## config.mk

```make
export PLATFORM = sky130hd
export DESIGN_NAME = fifo_i2c_irq_autovector
export DESIGN_NICKNAME = d
export VERILOG_FILES = /design/src/design/irq_vec_pkg.sv /design/src/design/fifo_i2c_irq_autovector.sv /design/src/design/vec_prio_enc.sv
export VERILOG_INCLUDE_DIRS = /design/src /design/src/design
export SDC_FILE = /design/constraint.sdc
export NUM_CORES = 1
export LEC_CHECK = 0
export BUFFER_PORTS_ARGS = -buffer_cell sky130_fd_sc_hd__buf_2
export CORE_MARGIN = 2
export CORE_UTILIZATION = 30
export DETAILED_ROUTE_END_ITERATION = 10
export PLACE_DENSITY_LB_ADDON = 0.1
export SYNTH_ARGS = -nofsm -noshare
export SYNTH_HDL_FRONTEND = slang
export SYNTH_SLANG_ARGS = --single-unit
export TNS_END_PERCENT = 1
```

## constraint.sdc

```tcl
create_clock -name i_clk -period 3 [get_ports i_clk]
set_input_delay 0.15 -clock i_clk [delete_from_list [all_inputs] [get_ports i_clk]]
set_output_delay 0.15 -clock i_clk [all_outputs]
set_load 0.05 [all_outputs]
```

## src/design/irq_vec_defs.svh

```systemverilog
// Constants for the FIFO/waveform and two-wire-bus interrupt block
`ifndef IRQ_VEC_DEFS_SVH
`define IRQ_VEC_DEFS_SVH
`define BUS_DONE_BIT 0
`define BUS_STOP_BIT 6
`define EXT_EN_BUS_BIT 1
`define FLAG_BUS_BIT 5
`define FLAG_MAIN_BIT 6
`define VEC_BASE 8'h80
`define VEC_EMPTY_CODE 8'h80
`define ENTRY_ADDR 16'h0053
`define ENTRY_HI_ADDR 16'h0054
`define ENTRY_LO_ADDR 16'h0055
`define NUM_SOURCES 14
`endif

```

## src/design/irq_vec_pkg.sv

```systemverilog
// Types shared by the interrupt block
package irq_vec_pkg;
	typedef struct packed {
		logic [15:0] addr;
		logic [7:0] data;
		logic valid;
	} fetch_s;
	typedef struct packed {
		logic rd;
		logic wr;
	} access_s;
endpackage

```

## src/design/fifo_i2c_irq_autovector.sv

```systemverilog
// Two-wire-bus interrupt and shared FIFO/waveform autovectored interrupt
`timescale 1ns/10ps
module fifo_i2c_irq_autovector
	import irq_vec_pkg::*;
#(
	parameter int NSRC = 14
) (
	// Clock and reset
	input wire logic i_clk,
	input wire logic i_reset,
	// Two-wire-bus controller status
	input wire logic i_bus_done,
	input wire logic i_bus_stop,
	input wire access_s i_bus_data_access,
	input wire access_s i_bus_ctrl_access,
	// Enables and setup
	input wire logic [7:0] i_ext_irq_enable_reg,
	input wire logic i_stop_source_enable,
	input wire logic i_fifo_autovector_enable,
	// Flag register write port
	input wire logic i_ext_irq_flag_wr,
	input wire logic [7:0] i_ext_irq_flag_wdata,
	// Individual sources, bit 0 is ep_two_prog_flag ... bit 13 waveform_trigger_flag
	input wire logic [NSRC-1:0] i_src_event,
	input wire logic [NSRC-1:0] i_src_enable,
	input wire logic i_src_latch_wr,
	input wire logic [NSRC-1:0] i_src_latch_wdata,
	// Program fetch path
	input wire fetch_s i_fetch,
	// Outputs
	output logic o_bus_irq,
	output logic [7:0] o_bus_ctrl_status_reg,
	output logic o_fifo_wave_main_irq,
	output logic [7:0] o_fifo_wave_vector_reg,
	output logic [NSRC-1:0] o_src_latch,
	output logic [7:0] o_ext_irq_flag_reg,
	output fetch_s o_fetch
);
`include "irq_vec_defs.svh"

	////////////////////////////////////////////////////////////////////////////
	// Helper functions

	// Edges of a level between its registered copy and its present value
	function automatic logic rose_now(
		input logic prev,
		input logic now
	);
		return now && !prev;
	endfunction

	function automatic logic fell_now(
		input logic prev,
		input logic now
	);
		return prev && !now;
	endfunction

	// A flag write clears a request when it carries zero in that bit
	function automatic logic zero_written(
		input logic wr,
		input logic [7:0] wdata,
		input int pos
	);
		return wr && !wdata[pos];
	endfunction

	// Either half of a register access strobe
	function automatic logic touched(
		input access_s acc
	);
		return acc.rd || acc.wr;
	endfunction

	// Status image: done and stop in place, the rest reads zero
	function automatic logic [7:0] status_image(
		input logic done,
		input logic stop
	);
		logic [7:0] img;
		img = 8'h00;
		img[`BUS_DONE_BIT] = done;
		img[`BUS_STOP_BIT] = stop;
		return img;
	endfunction

	// Flag image: the two requests in their bit positions
	function automatic logic [7:0] flag_image(
		input logic bus,
		input logic main
	);
		logic [7:0] img;
		img = 8'h00;
		img[`FLAG_BUS_BIT] = bus;
		img[`FLAG_MAIN_BIT] = main;
		return img;
	endfunction

	////////////////////////////////////////////////////////////////////////////
	// Two-wire-bus interrupt

	logic prev_done;
	logic prev_stop;
	logic bus_irq;
	logic next_prev_done;
	logic next_prev_stop;
	logic next_bus_irq;
	logic done_rise;
	logic stop_fall;
	logic done_source;
	logic stop_source;
	logic bus_clear;

	always_comb begin
		done_rise = rose_now(prev_done, i_bus_done);
		stop_fall = fell_now(prev_stop, i_bus_stop);
		done_source = done_rise && i_ext_irq_enable_reg[`EXT_EN_BUS_BIT];
		// Stop rides on the same enable and needs its own as well
		stop_source = stop_fall && i_ext_irq_enable_reg[`EXT_EN_BUS_BIT]
			&& i_stop_source_enable;
		// Clear by flag write of zero or by any bus register access
		bus_clear = zero_written(i_ext_irq_flag_wr, i_ext_irq_flag_wdata, `FLAG_BUS_BIT)
			|| touched(i_bus_data_access)
			|| touched(i_bus_ctrl_access);
		next_prev_done = i_bus_done;
		next_prev_stop = i_bus_stop;
		next_bus_irq = bus_irq;
		if (bus_clear) begin
			next_bus_irq = 1'b0;
		end
		// A new event wins over a clear in the same cycle
		if (done_source || stop_source) begin
			next_bus_irq = 1'b1;
		end
	end

	always_ff @(posedge i_clk) begin
		if (i_reset) begin
			// Track the pins through reset so an idle-high done is no edge
			prev_done <= i_bus_done;
			prev_stop <= i_bus_stop;
			bus_irq <= 1'b0;
		end else begin
			prev_done <= next_prev_done;
			prev_stop <= next_prev_stop;
			bus_irq <= next_bus_irq;
		end
	end

	////////////////////////////////////////////////////////////////////////////
	// Individual FIFO/waveform latches and main request

	logic [NSRC-1:0] latch;
	logic main_irq;
	logic [NSRC-1:0] next_latch;
	logic next_main_irq;
	logic [NSRC-1:0] pending;
	logic [NSRC-1:0] prev_pending;
	logic [NSRC-1:0] next_prev_pending;
	logic [NSRC-1:0] cleared_now;
	logic [NSRC-1:0] left_pending;
	logic [7:0] code;
	logic newly_pending;
	logic clear_leaves_pending;
	logic main_clear;
	logic main_trigger;

	assign pending = latch & i_src_enable;

	vec_prio_enc #(
		.N(NSRC)
	) u_enc (
		.i_pending(pending),
		.o_code(code),
		.o_any()
	);

	always_comb begin
		cleared_now = '0;
		if (i_src_latch_wr) begin
			cleared_now = latch & i_src_latch_wdata;
		end
		// A new event wins over a clear of the same latch
		next_latch = (latch & ~cleared_now) | i_src_event;
		left_pending = pending & ~cleared_now;
		next_prev_pending = pending;
		// Main request is attempted on any newly pending source, or when a
		// latch clear leaves others pending
		newly_pending = |(pending & ~prev_pending);
		clear_leaves_pending = (|cleared_now) && (|left_pending);
		main_trigger = newly_pending || clear_leaves_pending;
		main_clear = zero_written(i_ext_irq_flag_wr, i_ext_irq_flag_wdata,
			`FLAG_MAIN_BIT);
		next_main_irq = main_irq;
		if (main_clear) begin
			next_main_irq = 1'b0;
		end
		// An attempt while the main request is still set is dropped
		if (main_trigger && !main_irq) begin
			next_main_irq = 1'b1;
		end
	end

	always_ff @(posedge i_clk) begin
		if (i_reset) begin
			latch <= '0;
			main_irq <= 1'b0;
			prev_pending <= '0;
		end else begin
			latch <= next_latch;
			main_irq <= next_main_irq;
			prev_pending <= next_prev_pending;
		end
	end

	////////////////////////////////////////////////////////////////////////////
	// Vector patching on the entry jump fetch

	fetch_s next_fetch;
	logic patch_hit;

	always_comb begin
		// Only the low target byte of the entry jump is replaced
		patch_hit = i_fetch.valid && (i_fetch.addr == `ENTRY_LO_ADDR)
			&& i_fifo_autovector_enable;
		next_fetch = i_fetch;
		if (patch_hit) begin
			next_fetch.data = code;
		end
	end

	always_ff @(posedge i_clk) begin
		if (i_reset) begin
			o_fetch <= '0;
		end else begin
			o_fetch <= next_fetch;
		end
	end

	////////////////////////////////////////////////////////////////////////////
	// Registered copies of the bus request and status

	logic [7:0] next_status;
	logic next_bus_out;

	always_comb begin
		next_status = status_image(i_bus_done, i_bus_stop);
		next_bus_out = next_bus_irq;
	end

	always_ff @(posedge i_clk) begin
		if (i_reset) begin
			o_bus_ctrl_status_reg <= 8'h00;
			o_bus_irq <= 1'b0;
		end else begin
			o_bus_ctrl_status_reg <= next_status;
			o_bus_irq <= next_bus_out;
		end
	end

	////////////////////////////////////////////////////////////////////////////
	// Registered copies of the main request, vector and latches

	logic [7:0] next_flag;
	logic [7:0] next_vector;
	logic next_main_out;
	logic [NSRC-1:0] next_src_out;

	always_comb begin
		// Vector trails the latches by one cycle; a fetch sees the live code
		next_vector = code;
		next_flag = flag_image(next_bus_irq, next_main_irq);
		next_main_out = next_main_irq;
		next_src_out = next_latch;
	end

	always_ff @(posedge i_clk) begin
		if (i_reset) begin
			o_ext_irq_flag_reg <= 8'h00;
			o_fifo_wave_vector_reg <= `VEC_EMPTY_CODE;
			o_fifo_wave_main_irq <= 1'b0;
			o_src_latch <= '0;
		end else begin
			o_ext_irq_flag_reg <= next_flag;
			o_fifo_wave_vector_reg <= next_vector;
			o_fifo_wave_main_irq <= next_main_out;
			o_src_latch <= next_src_out;
		end
	end
endmodule // fifo_i2c_irq_autovector

```

## src/design/vec_prio_enc.sv

```systemverilog
// Fixed-priority encoder that turns pending sources into a vector code
`timescale 1ns/10ps
module vec_prio_enc #(
	parameter int N = 14
) (
	// Pending sources, bit 0 highest priority
	input wire logic [N-1:0] i_pending,
	// Vector code and any-pending flag
	output logic [7:0] o_code,
	output logic o_any
);
`include "irq_vec_defs.svh"
	always_comb begin
		o_code = `VEC_EMPTY_CODE;
		o_any = 1'b0;
		// Scan downward so the lowest index wins
		for (int k = N - 1; k >= 0; k--) begin
			if (i_pending[k]) begin
				o_code = `VEC_BASE + 8'(k * 4);
				o_any = 1'b1;
			end
		end
	end
endmodule // vec_prio_enc

```

==> flow_summary.yaml <==
status:
  outcome: "completed"
grt:
  grt_util_all_layers_pct: 15.7
  met3_usage_pct: 4.48
  grt_pass1_wl_um: 10600
  grtUsageMet1_pct: 20.2
  grt_antenna_before_repair: 0
  top_usage_layer: "met2"
  gr-total-overflow: 0
  grtUsageMet2_pct: 24.5
  grt_pass1_vias: 2140
  grt_max_degree: 29
synth:
  synth-adder-area-share_pct: 0
  synth-simple-area-share_pct: 24.9
  synth_edf_count: 0
  ys_async_sr_fraction_pct: 0
  yosysWarningCount: 0
  synth_top_family_by_area: "simple AND/OR/NAND/NOR gates"
  synthXorXnorAreaFrac_pct: 0
  synthFlopType: "dfxtp_1"
  netlist_instances: 263
  synth_mux_area_share_pct: 0
  synth_compound_area_share_pct: 14.5
  synth_area_per_cell_um2: 9.02
  synth-seq-area-share_pct: 53.1
  synth_cell_types: 37
  syn-cell-area_um2: 2370
  ys_ff_latch: 63
sta:
  rsz0062_at_grt: "false"
  slew_headroom_pct: 63.8
  period_minus_slack_ps: 1730
  setup_viol: 0
  clock.fmax_mhz: 579
  setup-tns-final_ps: 0
  worstMarginPinSlew_ps: 543
  hold_viol: 0
  post-route-period-util_pct: 57.5
  fin_worst_skew_ps: 5.59
  maxSlewViolCount: 0
critical_path:
  slowest_delay_ps: 530
  path_max_fanout: 7
  r2r_slack_ps: 1270
  required_ps: 3200
  critPathArrivalTime_ps: 1930
  end_kind: "flop"
  timing.critical_path.buf_inv: 0
  critPathLaunchType: "flop"
  crit_chain: "nand2_2 -> o22ai_1 -> or4_1 -> nor4_1 -> o2bb2ai_1"
  crit_type: "flop to flop"
  crit_family: "simple AND/OR/NAND/NOR gates"
  cp_slowest_cell: "or4_1"
pwr:
  p_leak_nw: 1.60
  peakVddDrop_mv: 0.201
  powerDensity_nw_per_um2: 629
floorplan:
  fp.coreArea_um2: 7690
  die_x_um: 93.0
  die_y_um: 93.0
  die_area_um2: 8640
  boundaryPins: 160
  initial_core_util_pct: 30.9
  num_rows: 32
finish:
  n_antenna_cell: 0
  fin_nets: 492
  final_cell_mix: "130 x buf_2, 63 x dfxtp_1, 35 x nor2_1"
  drive_gt1_share_pct: 37.3
  top_regs: "o_fetch x25, o_src_latch x14, prev_pending x14"
  fillers: 819
  largest-register: "o_fetch"
  syn2layout_area_growth_pct: 37.5
  stdcell_area_um2: 3260
  largest_reg_flops: 25
  layout_commonest_cell: "buf_2"
drt:
  final_antenna_net_count: 0
  drc: 0
  routedWlPerCell_um: 13.3
  routed_via_density: 4.56
  drt-total-wl_um: 6660
  vias: 2283
  drt-pass1-iter-count: 4
  first_iter_violations: 73
cts:
  clk_latency_ps: 320
  cts.sinks: 63
  cts-root-buf: "clkbuf_8"
  cts_resized: 0
  ctsHtreeMaxLevel: 3
  clk_path_buf_depth: 2
  postCtsSetupRepairBufs: 0
  cts-hold-fix-buffers: 2
  cts_inserted_buffers: 9
  tritoncts: "yes"
  clk_pin_slew_worst_paths_ps: 60
placed_design:
  io_buffer_count: 130
  routabilityCongestion: 0.807
  placed_cell_area_um2: 3060
  hpwlAfterDp_um: 5140
job:
  cap_violations: 0
hold_path:
  hp-class: "primary input to flop"
==> worst register-to-register path: stages, from the launching register on <==
cell       delay [ps]
dfxtp_1           340
nand2_2           170
o22ai_1           110
or4_1             540
nor4_1            340
o2bb2ai_1         120
==> synthesized netlist by cell type, types with 2 or more instances <==
| library cell | number | area [um2] |
|---|---|---|
| a22oi_1 | 5 | 37.5 |
| nor4_1 | 4 | 25.0 |
| o21ai_0 | 3 | 15.0 |
| nand2_1 | 31 | 116 |
| nor3_1 | 2 | 10.0 |
| o211ai_1 | 3 | 22.5 |
| o22ai_1 | 11 | 68.8 |
| nand2_2 | 3 | 18.8 |
| a21oi_1 | 18 | 90.1 |
| nor2_1 | 35 | 131 |
| nand4_1 | 2 | 12.5 |
| clkbuf_1 | 7 | 26.3 |
| o22a_1 | 3 | 26.3 |
| conb_1 | 2 | 7.51 |
| dfxtp_1 | 63 | 1260 |
| a31oi_1 | 2 | 12.5 |
| a22o_1 | 2 | 17.5 |
| inv_1 | 2 | 7.51 |
| buf_4 | 18 | 135 |
| nand3_1 | 9 | 45.0 |
| nor2b_1 | 19 | 119 |
| and2_1 | 4 | 25.0 |
==> layer usage <==
metal,vias to the layer above,part of all wire [%],wire [um]
li1,1146,-,-
met1,1019,45,2960
met2,107,45,2970
met3,11,9.0,596
met4,0,1.8,123
met5,-,0,0
==> power breakdown <==
group / switching [mW] / internal (mW) / leakage, nW
Clock: 0.294 / 0.416 / 0.0944
Combinational: 0.310 / 0.122 / 0.986
Sequential: 0.0260 / 0.885 / 0.523
==> area by class of cell <==
cell class	instances	area, um2	area share, %
clock buffer	12	155	4.75
sequential	63	1260	38.7
inverter	2	7.51	0.230
clock inverter	1	30.0	0.920
multi-input combinational	187	996	30.5
tap	102	128	3.91
timing repair buffer	134	686	21.0
==> stage by stage <==
stage	hold slack [ps]	setup slack, ps	util [%]	std cells	total power, mW
2_1_floorplan	178	1260	-	277	1.24
3_3_place_gp	271	1270	39.8	486	1.36
3_5_place_dp	276	1260	39.8	486	1.36
4_1_cts	8.01	1240	42.4	501	2.08
5_1_grt	9.08	1100	42.4	501	2.15
6_report	26.8	1270	42.4	501	2.05
==> final timing paths <==
path,endpoint,cells after the start,startpoint
hold reg to reg,o_ext_irq_flag_reg[5],2,o_ext_irq_flag_reg[5]
setup / recovery,o_fifo_wave_main_irq,5,o_src_latch[5]
setup reg to reg,o_fifo_wave_main_irq,5,o_src_latch[5]
hold / removal,o_fetch[2],2,i_fetch[2]
==> logic make-up (layout without fill, tap and decap cells) <==
logic type / after synthesis / after routing
other: 2 / 16
and+or+nand+nor: 118 / 118
buffers and inverters: 27 / 149
AOI/OAI and AO/OA: 53 / 53
DFF: 63 / 63
Note: power is estimated with default switching activity, not from simulation.
